==> src/pcmp_regs.svh <==
`ifndef PCMP_REGS_SVH
`define PCMP_REGS_SVH
// Register byte offsets
`define PCMP_A_CFG 8'h00
`define PCMP_A_STAT 8'h04
`define PCMP_A_VAL0 8'h08
`define PCMP_A_VAL1 8'h0c
`define PCMP_A_INC 8'h10
`define PCMP_A_PER 8'h14
`define PCMP_A_MASK 8'h18
`define PCMP_A_XPOS 8'h1c
`define PCMP_A_XVEL 8'h20
`define PCMP_A_POS 8'h24
// Configuration fields
`define PCMP_CFG_EN 0
`define PCMP_CFG_INV 1
`define PCMP_CFG_TOG 2
`define PCMP_CFG_MLO 3
`define PCMP_CFG_MHI 4
`define PCMP_CFG_SRC 16
`define PCMP_CFG_WMASK 32'h0001_001f
`define PCMP_CFG_RST 32'h0000_0000
// Status fields
`define PCMP_ST_LVL 0
`define PCMP_ST_M0 1
`define PCMP_ST_M1 2
// Pulse period width and timing
`define PCMP_PER_W 20
`define PCMP_CLK_NS 10
`define PCMP_PER_UNIT_NS 10
`define PCMP_LOOP_US 250
`define PCMP_LOOP_CYC (`PCMP_LOOP_US * 1000 / `PCMP_CLK_NS)
`define PCMP_VEL_FRAC 16
`endif

==> src/pcmp_pkg.sv <==
`default_nettype none
package pcmp_pkg;
	typedef enum logic [1:0] {
		PCMP_DUAL = 2'h0,
		PCMP_SGL = 2'h1,
		PCMP_WIN = 2'h2,
		PCMP_SGLE = 2'h3
	} pcmp_mode_t;

	typedef struct packed {
		logic a1, b1, a2, b2, ap, bp;
		logic [31:0] cnt;
	} pcmp_qst_t;

	typedef struct packed {
		logic [47:0] acc;
		logic [31:0] vel;
		logic [31:0] cnt;
	} pcmp_xst_t;

	typedef struct packed {
		logic [31:0] cfg, v0, v1, inc, prev, xpos, xvel, rdata;
		logic [19:0] per, pcnt;
		logic [1:0] mask, flg;
		logic lvl, pin, irq, xload;
	} pcmp_st_t;
endpackage
`default_nettype wire

==> src/pcmp_quad.sv <==
`default_nettype none
module pcmp_quad
	import pcmp_pkg::*;
(
	input wire logic clock,
	input wire logic rst,
	input wire logic enc_a,
	input wire logic enc_b,
	output logic [31:0] count
);
	pcmp_qst_t s, n;

	// Two-flop sync, then x4 decode on the second stage only
	always_comb
	begin
		n = s;
		n.a1 = enc_a;
		n.b1 = enc_b;
		n.a2 = s.a1;
		n.b2 = s.b1;
		n.ap = s.a2;
		n.bp = s.b2;
		// A double change is a glitch: no step at all
		if ((s.a2 ^ s.ap) != (s.b2 ^ s.bp))
		begin
			if (s.a2 ^ s.bp)
				n.cnt = s.cnt + 32'h1;
			else
				n.cnt = s.cnt - 32'h1;
		end
	end

	always_ff @(posedge clock or posedge rst)
	begin
		if (rst)
			s <= '0;
		else
			s <= n;
	end

	assign count = s.cnt;
endmodule
`default_nettype wire

==> src/pcmp_extrap.sv <==
`include "pcmp_regs.svh"
`default_nettype none
module pcmp_extrap
	import pcmp_pkg::*;
#(
	parameter int LOOP_CYC = `PCMP_LOOP_CYC
)
(
	input wire logic clock,
	input wire logic rst,
	input wire logic load,
	input wire logic [31:0] pos_in,
	input wire logic [31:0] vel_in,
	output logic [31:0] pos
);
	pcmp_xst_t s, n;

	// Velocity is counts per clock with a binary fraction
	always_comb
	begin
		n = s;
		if (load)
		begin
			n.acc = {pos_in, 16'h0000};
			n.vel = vel_in;
			n.cnt = 32'h0;
		end
		else if (s.cnt < 32'(LOOP_CYC))
		begin
			// Stop after one loop period rather than run away
			n.acc = s.acc + {{16{s.vel[31]}}, s.vel};
			n.cnt = s.cnt + 32'h1;
		end
	end

	always_ff @(posedge clock or posedge rst)
	begin
		if (rst)
			s <= '0;
		else
			s <= n;
	end

	assign pos = s.acc[47:`PCMP_VEL_FRAC];
endmodule
`default_nettype wire

==> src/pcmp_top.sv <==
// Functional notes
// - Dual mode watches both compare values
// - Upward crossing adds increment to other value
// - Downward crossing subtracts increment from other value
// - Each crossing pulses or toggles the output
// - Zero increment keeps dual values fixed
// - Single mode: value 0 only, then add increment
// - Single mode fires in one direction only
// - Window: above value 0, up to value 1
// - Mode 3 disables itself past value 1
// - Quadrature source uses live count directly
// - Other sources use extrapolated loop position
// - Config: enable bit 0, mode bits 3-4
// - Pulse width 20-bit count of 10 ns
// - Status: live level, write-one-clear match flags
// - Config bit inverts output level
`include "pcmp_regs.svh"
`default_nettype none
module pcmp_top
	import pcmp_pkg::*;
#(
	parameter int LOOP_CYC = `PCMP_LOOP_CYC
)
(
	input wire logic clock,
	input wire logic rst,
	input wire logic [7:0] addr,
	input wire logic [31:0] wdata,
	input wire logic wr,
	input wire logic rd,
	output logic [31:0] rdata,
	input wire logic enc_a,
	input wire logic enc_b,
	output logic cmp_out,
	output logic irq
);
	import pcmp_pkg::*;

	localparam int PER_CYC = `PCMP_PER_UNIT_NS / `PCMP_CLK_NS;

	pcmp_st_t s, n;
	logic [31:0] qpos, xpos, pos;
	logic en, fwd, u0, u1, d0, d1, ev0, ev1, evend, act, win;
	pcmp_mode_t mode;

	// Reached from below: earlier sample under, new one at or over
	function automatic logic cross_up(input logic [31:0] p,
		input logic [31:0] c, input logic [31:0] v);
		cross_up = ($signed(p) < $signed(v)) && ($signed(c) >= $signed(v));
	endfunction

	// Reached from above
	function automatic logic cross_dn(input logic [31:0] p,
		input logic [31:0] c, input logic [31:0] v);
		cross_dn = ($signed(p) > $signed(v)) && ($signed(c) <= $signed(v));
	endfunction

	pcmp_quad u_quad (
		.clock(clock),
		.rst(rst),
		.enc_a(enc_a),
		.enc_b(enc_b),
		.count(qpos)
	);

	pcmp_extrap #(.LOOP_CYC(LOOP_CYC)) u_extrap (
		.clock(clock),
		.rst(rst),
		.load(s.xload),
		.pos_in(s.xpos),
		.vel_in(s.xvel),
		.pos(xpos)
	);

	// Position source; switching it mid-run may look like a crossing
	assign pos = s.cfg[`PCMP_CFG_SRC] ? xpos : qpos;
	assign en = s.cfg[`PCMP_CFG_EN];
	assign mode = pcmp_mode_t'(s.cfg[`PCMP_CFG_MHI:`PCMP_CFG_MLO]);

	// Crossing detection against the previous sample
	assign u0 = cross_up(s.prev, pos, s.v0);
	assign u1 = cross_up(s.prev, pos, s.v1);
	assign d0 = cross_dn(s.prev, pos, s.v0);
	assign d1 = cross_dn(s.prev, pos, s.v1);

	// Single mode direction follows the sign of the increment
	assign fwd = ~s.inc[31];
	assign win = ($signed(pos) > $signed(s.v0)) &&
		($signed(pos) <= $signed(s.v1));

	// Match events per compare value
	always_comb
	begin
		ev0 = 1'b0;
		ev1 = 1'b0;
		evend = 1'b0;
		if (en)
		begin
			case (mode)
				PCMP_DUAL:
				begin
					ev0 = u0 | d0;
					ev1 = u1 | d1;
				end
				PCMP_SGL:
				begin
					ev0 = fwd ? u0 : d0;
				end
				PCMP_SGLE:
				begin
					ev0 = fwd ? u0 : d0;
					evend = fwd ? u1 : d1;
				end
				default:
				begin
					ev0 = 1'b0;
				end
			endcase
		end
	end

	// The end crossing stops the sequence, it does not fire the output
	assign act = ev0 | ev1;

	// Next state
	always_comb
	begin
		n = s;
		n.prev = pos;
		n.xload = 1'b0;
		n.rdata = 32'h0;

		// Compare value updates; zero increment leaves them fixed
		if (en && mode == PCMP_DUAL)
		begin
			if (u0)
				n.v1 = s.v1 + s.inc;
			if (u1)
				n.v0 = s.v0 + s.inc;
			if (d0)
				n.v1 = s.v1 - s.inc;
			if (d1)
				n.v0 = s.v0 - s.inc;
		end
		else if (ev0)
			n.v0 = s.v0 + s.inc;
		if (evend)
			n.cfg[`PCMP_CFG_EN] = 1'b0;

		// Output action
		if (!en)
		begin
			n.lvl = 1'b0;
			n.pcnt = '0;
		end
		else if (mode == PCMP_WIN)
		begin
			n.lvl = win;
			n.pcnt = '0;
		end
		else if (s.cfg[`PCMP_CFG_TOG])
		begin
			if (act)
				n.lvl = ~s.lvl;
			n.pcnt = '0;
		end
		else
		begin
			if (act)
				n.pcnt = 20'(32'(s.per) * PER_CYC);
			else if (s.pcnt != '0)
				n.pcnt = s.pcnt - 20'h1;
			n.lvl = (n.pcnt != '0);
		end

		// Register writes, except status flag clears, override same-cycle hardware updates
		if (wr)
		begin
			case (addr)
				`PCMP_A_CFG: n.cfg = wdata & `PCMP_CFG_WMASK;
				`PCMP_A_VAL0: n.v0 = wdata;
				`PCMP_A_VAL1: n.v1 = wdata;
				`PCMP_A_INC: n.inc = wdata;
				`PCMP_A_PER: n.per = wdata[`PCMP_PER_W-1:0];
				`PCMP_A_MASK: n.mask = wdata[`PCMP_ST_M1:`PCMP_ST_M0];
				`PCMP_A_XPOS: n.xpos = wdata;
				`PCMP_A_XVEL:
				begin
					// Velocity write starts the new loop period
					n.xvel = wdata;
					n.xload = 1'b1;
				end
				default: n.xload = 1'b0;
			endcase
		end

		// Sticky flags: a set in the clearing cycle wins
		n.flg = s.flg;
		if (wr && addr == `PCMP_A_STAT)
			n.flg = s.flg & ~wdata[`PCMP_ST_M1:`PCMP_ST_M0];
		n.flg = n.flg | {ev1 | evend, ev0};

		// Inversion applies to pin and status level alike
		n.pin = n.lvl ^ n.cfg[`PCMP_CFG_INV];
		n.irq = |(n.flg & n.mask);

		// Read data valid in the following cycle only
		if (rd)
		begin
			case (addr)
				`PCMP_A_CFG: n.rdata = s.cfg;
				`PCMP_A_STAT: n.rdata = {29'h0, s.flg, s.pin};
				`PCMP_A_VAL0: n.rdata = s.v0;
				`PCMP_A_VAL1: n.rdata = s.v1;
				`PCMP_A_INC: n.rdata = s.inc;
				`PCMP_A_PER: n.rdata = {12'h000, s.per};
				`PCMP_A_MASK: n.rdata = {29'h0, s.mask, 1'b0};
				`PCMP_A_XPOS: n.rdata = s.xpos;
				`PCMP_A_XVEL: n.rdata = s.xvel;
				`PCMP_A_POS: n.rdata = pos;
				default: n.rdata = 32'h0;
			endcase
		end
	end

	// State register
	always_ff @(posedge clock or posedge rst)
	begin
		if (rst)
		begin
			s <= '0;
			s.cfg <= `PCMP_CFG_RST;
		end
		else
			s <= n;
	end

	assign rdata = s.rdata;
	assign cmp_out = s.pin;
	assign irq = s.irq;
endmodule
`default_nettype wire

==> config.mk <==
export PLATFORM = sky130hd
export DESIGN_NAME = pcmp_top
export DESIGN_NICKNAME = d
export VERILOG_FILES = /design/src/pcmp_pkg.sv /design/src/pcmp_quad.sv /design/src/pcmp_extrap.sv /design/src/pcmp_top.sv
export VERILOG_INCLUDE_DIRS = /design/src
export SDC_FILE = /design/constraint.sdc
export NUM_CORES = 2
export LEC_CHECK = 0
export ABC_CLOCK_PERIOD_IN_PS = 19300
export BUFFER_PORTS_ARGS = -buffer_cell sky130_fd_sc_hd__buf_2
export CORE_UTILIZATION = 45
export CTS_BUF_LIST = sky130_fd_sc_hd__clkbuf_4 sky130_fd_sc_hd__clkbuf_8
export DETAILED_ROUTE_END_ITERATION = 6
export PLACE_DENSITY = 0.64
export SLEW_MARGIN = 20
export SYNTH_ARGS = -nofsm -noshare
export SYNTH_HDL_FRONTEND = slang
export SYNTH_SLANG_ARGS = --single-unit
==> constraint.sdc <==
create_clock -name clock -period 19.3 [get_ports clock]
set_input_delay 1.93 -clock clock [delete_from_list [all_inputs] [get_ports clock]]
set_output_delay 1.93 -clock clock [all_outputs]
set_load 0.1 [all_outputs]
Word level (Yosys, flattened, before mapping)
Index checks and enable logic that the tools add are counted.

Add/subtract/negate cells: 9. Order comparisons: 10. Reduce and logical (&&, ||, !) cells: 19. Bitwise logic cells: 13. Eq/ne operators: 13. Mux-type cells: 46.

Operators by type and width (count): $mux W32 (15); $pmux W32 S10 (1); $mux W20 (8); $mux W98 (1); $gt A32 B32 Y1 (3); $mux W48 (2); $add A32 B1 Y32 const B (2); $add A32 B32 Y32 (2); $ge A32 B32 Y1 (2); $le A32 B32 Y1 (2); $lt A32 B32 Y1 (2); $sub A32 B32 Y32 (2); $add A48 B48 Y48 (1); $reduce_bool A20 Y1 (2); $eq A8 B5 Y1 const B (4); $lt A32 B15 Y1 const B (1); $sub A32 B1 Y32 const B (1); $sub A20 B1 Y20 const B (1); $eq A8 B4 Y1 const B (2); $eq A8 B6 Y1 const B (2); $mux W1 (14); $reduce_and A2 Y1 (5); $eq A8 B3 Y1 const B (1); $logic_not A8 Y1 (1); other kinds (15) (33).

Bits in registers: 428. Output and inout bits: 34. Word-level logic and storage cells: 137. Input port bits: 46.

Longest topological paths before layout
Word-level depth: 16. Mapped depth: 20. Depth with buffers taken out: 16.

Hierarchy
A second synthesis with hierarchy kept.

Cells, all modules: 3785. Area, all modules: 33458.3 um2.

Modules (own cells, without submodules): pcmp_top (times used 1, area an instance 22870.7 um2, cells each 2604); pcmp_extrap (times used 1, area an instance 7402.1 um2, cells each 814); pcmp_quad (times used 1, area an instance 3185.6 um2, cells each 367).

Worst setup path after synthesis
No wires, ideal clock.

Path kind: register to register. Start point: register s[288] (netlist name). End point: register s[267] (netlist name). Period minus slack after synthesis: 4.397 ns. Cell stages (with the launch flop): 19. Setup slack: 14.903 ns. Arrival time: 4.271 ns. Buffers on the path: 4. Required time: 19.174 ns. Cells stage by stage: dfrtp_1 clkbuf_1 buf_1 mux2_2 ha_1 a21o_1 a21o_1 a221oi_1 o211a_1 o31ai_1 or2_2 mux2i_1 or2_2 clkbuf_1 clkbuf_1 a21oi_1 a211oi_1 o21ai_0 o32a_1.

RTL lines: from (decl) (RTL line pcmp_top.sv:41) `pcmp_st_t s, n;`; from (signal assigned) (RTL line pcmp_top.sv:235) `s <= n;`.

==> metrics.md <==
| Metric | Value |
|---|---|
| Crit path DAT | `6540 ps` |
| Largest net degree at the start of global routing | `150` |
| Layout Nets | `between 3,000 and 4,000` |
| Most area-hungry cell type in the Yosys netlist | `dfrtp_1` |
| EDFF count, synth | `0` |
| Relative slew slack | `28.9%` |
| Post-DRT Antenna Nets | `0` |
| Synth top area cells | `dfrtp_1, ha_1, mux2_2` |
| Site Rows | `96` |
| Main synth FF type | `dfrtp_1` |
| Yosys top cell area share | `33.8%` |
| RSZ-0062 raised after global routing | `false` |
| Min cycle time layout | `~6000 ps` |
| Count of cell types in the netlist | `90` |
| Commonest non-fill, non-tap cells in the layout | `dfrtp_1, ha_1, nor2_1, a21oi_1, nand2_1` |
| Routed met1 length | `~45,000 µm` |
| Critical Path Fanout Max | `37` |
| Synth warnings | `0` |
| Via count | `approximately 28,000` |
| Initial DRC count | `between 2,000 and 3,000` |
| Vias per cell | `roughly 6.2` |
| # DRC | `7` |
| Status | `complete, but fails checks` |
| Maximum VDD drop | `~0.00013 V` |
| Pleak | `16.4 nW` |
| Clock transition at path regs | `about 70 ps` |
| GP Congestion | `just under 1` |
| Worst Tran Pin Value | `1060 ps` |
| Setup crit end kind | `flip-flop` |
| First-pass GRT wire length | `between 150,000 and 200,000 µm` |
| Max Clock Skew | `46.3 ps` |
| Critical path type | `flip-flop to flip-flop` |
| Resize count post-CTS | `0` |
| CORE AREA | `between 0.06 and 0.07 mm²` |
| Setup TNS | `0 ps` |
| Most common cell after layout, fill and taps aside | `dfrtp_1` |
| Fraction of the yosys area taken by sequential cells | `between 30% and 40%` |
| DIE HEIGHT | `around 270 µm` |
| Ports | `80` |
| Clock Latency Late Sink | `between 700 and 800 ps` |
| Initial antenna violation count | `2` |
| Full die area | `roughly 0.07 mm²` |
| Critical Path Source Type | `flip-flop` |
| Congestion Overflow GR | `0` |
| Tcrit/Tclk final | `a little under a third` |
| Met2 WL | `between 40,000 and 50,000 µm` |
| H-tree levels | `3` |
| Number of post-CTS setup repair buffers | `0` |
| Worst Hold Class | `flip-flop to flip-flop` |
| Ys async rst share | `between 90% and 100%` |
| Power after layout | `about 5.2 mW` |
| Top layer in use | `met4` |
| CTS Root Buffer Type | `clkbuf_8` |
| Synth Instances | `~3,500` |
| Synthesized flop and latch total | `around 430` |
| Slew Viols, Final | `0` |
| Die X | `267 µm` |
| Hold-fix buffers, CTS | `0` |
| Avg Inst Size Synth | `~9 µm²` |
| First-pass DRT Iterations | `7` |
| DPL Wire Length | `roughly 78,000 µm` |
| Fmax | `169 MHz` |
| Final Hold Vio Count | `0` |
| P per Cell Area | `149 mW/mm²` |
| Worst EP required | `19,940 ps` |
| Final core occ | `between 50% and 60%` |
| Routed WL per cell | `23.4 µm` |
| Starting density of the core | `between 40% and 50%` |
| Clock Tree Buf Depth | `3` |
| GR Util All Layers | `29.4%` |
| Failing checks | `design-rule violations` |
| Vias in the first global route | `between 20,000 and 30,000` |
| DRT Wirelength | `106,000 µm` |
| Layout cells sized above 1 | `between 10% and 20%` |
| Synthesized Nets | `between 3,000 and 4,000` |
| Metal3 WL | `slightly below 9000 µm` |
| CTS buffer count | `84` |
| Synth Cell Area | `roughly 0.032 mm²` |
| CTS tree | `yes` |
| Area delta synth->final | `9.60%` |
| CTS Sinks | `about 430` |
| Setup violators final | `0` |
| Total of max-cap violations | `0` |
| Number of port buffers | `79` |
[synthesized netlist by cell type (all sizes together), types with 9 or more instances]
master / instances
a221oi: 40
o21ai: 208
inv: 186
nand2: 289
or3: 19
nand2b: 28
a221o: 29
a222oi: 42
or2: 13
and2: 10
ha: 332
a21boi: 10
nor4: 21
nand4: 39
o221ai: 26
o21a: 23
o31ai: 13
a211oi: 40
mux2i: 27
nor2b: 42
xnor2: 76
a21o: 97
xor2: 54
dfrtp: 428
or4: 9
nor2: 302
o21bai: 38
nand3: 58
and3: 19
clkbuf: 151
buf: 46
a32oi: 13
a22oi: 25
a31oi: 54
a21oi: 299
mux2: 185
o211ai: 23
nor3: 53
o22ai: 18
a22o: 13
[per-stage QoR]
stage / cells / cell area [µm²] / setup WS, ps / hold slack [ps]
after floorplan: 3518 / 31700 / 5450 / 331
after global placement: 4368 / 32800 / 13700 / 333
after detailed placement: 4368 / 32800 / 13620 / 336
after CTS: 4521 / 34800 / 13530 / 360
after global routing: 4522 / 34800 / 13040 / 367
final: 4523 / 34800 / 13390 / 358
[kinds of logic after synthesis]
group	Yosys count	share of synthesized area, %
AOI/OAI and AO/OA	1100	23.4
xor gates and xnor gates	130	3.59
adders and majority gates	338	13.5
buffers and inverters	383	4.92
DFF	428	33.8
muxes	212	7.42
and+or+nand+nor	927	13.5
[registers in the layout, indices dropped and copies added, names as in the netlist]
register	flops
en	1
u_quad.count	32
rdata	32
u_extrap.pos	32
s	241
u_quad.n	4
u_quad.s	2
irq	1
u_extrap.s	80
cmp_out	1
mode	2
[worst max-delay path, cell delays in order, from the launching register on]
cell and delay (ps):
dfrtp_1 440, buf_4 400, mux2_2 430, ha_1 430, nand4_1 150, or2_2 340, nor3_1 380, o21ai_0 360
a21o_1 300, nand3_1 80, buf_4 430, o2111ai_1 270, a21oi_4 880, xor2_1 150, o32a_1 340, a21boi_1 230
xor2_1 160
[power breakdown]
part	leakage, nW	total [mW]	internal (mW)	switching (mW)
Combinational	9.80	2.78	1.07	1.71
Sequential	5.59	1.32	1.06	0.256
Clock	1.05	1.09	0.641	0.449
Total	16.4	5.19	2.77	2.42
[area by class of cell]
type | count | area (µm²)
diodes | 2 | 5.00
clock buffers | 125 | 1580
fillers | 6670 | 34400
flip-flops and latches | 428 | 10700
multi-input cells | 2707 | 19500
inverters | 186 | 706
clock inverters | 28 | 413
well taps | 931 | 1160
repair buffers | 116 | 686
[per-layer routing]
layer / GRT usage, % / up-vias
met4: 14.5 / 0
met5: 0 / -
met1: 39.4 / 13500
met3: 5.11 / 270
met2: 45.8 / 1248
li1: - / 13000
[path summary, 6_finish.rpt]
path / from / slack [ps] / end / depth (start not counted)
max in group asynchronous: rst / 15830 / u_extrap.pos[30] / 4
hold reg to reg: u_quad.n[35] / 360 / u_quad.n[33] / 0
hold / removal: u_quad.n[35] / 360 / u_quad.n[33] / 0
setup reg to reg: s[288] / 13390 / cmp_out / 16
min in group asynchronous: rst / 1320 / u_extrap.s[40] / 2
setup / recovery: s[288] / 13390 / cmp_out / 16
No activity file was read; power rests on OpenSTA's default activity.
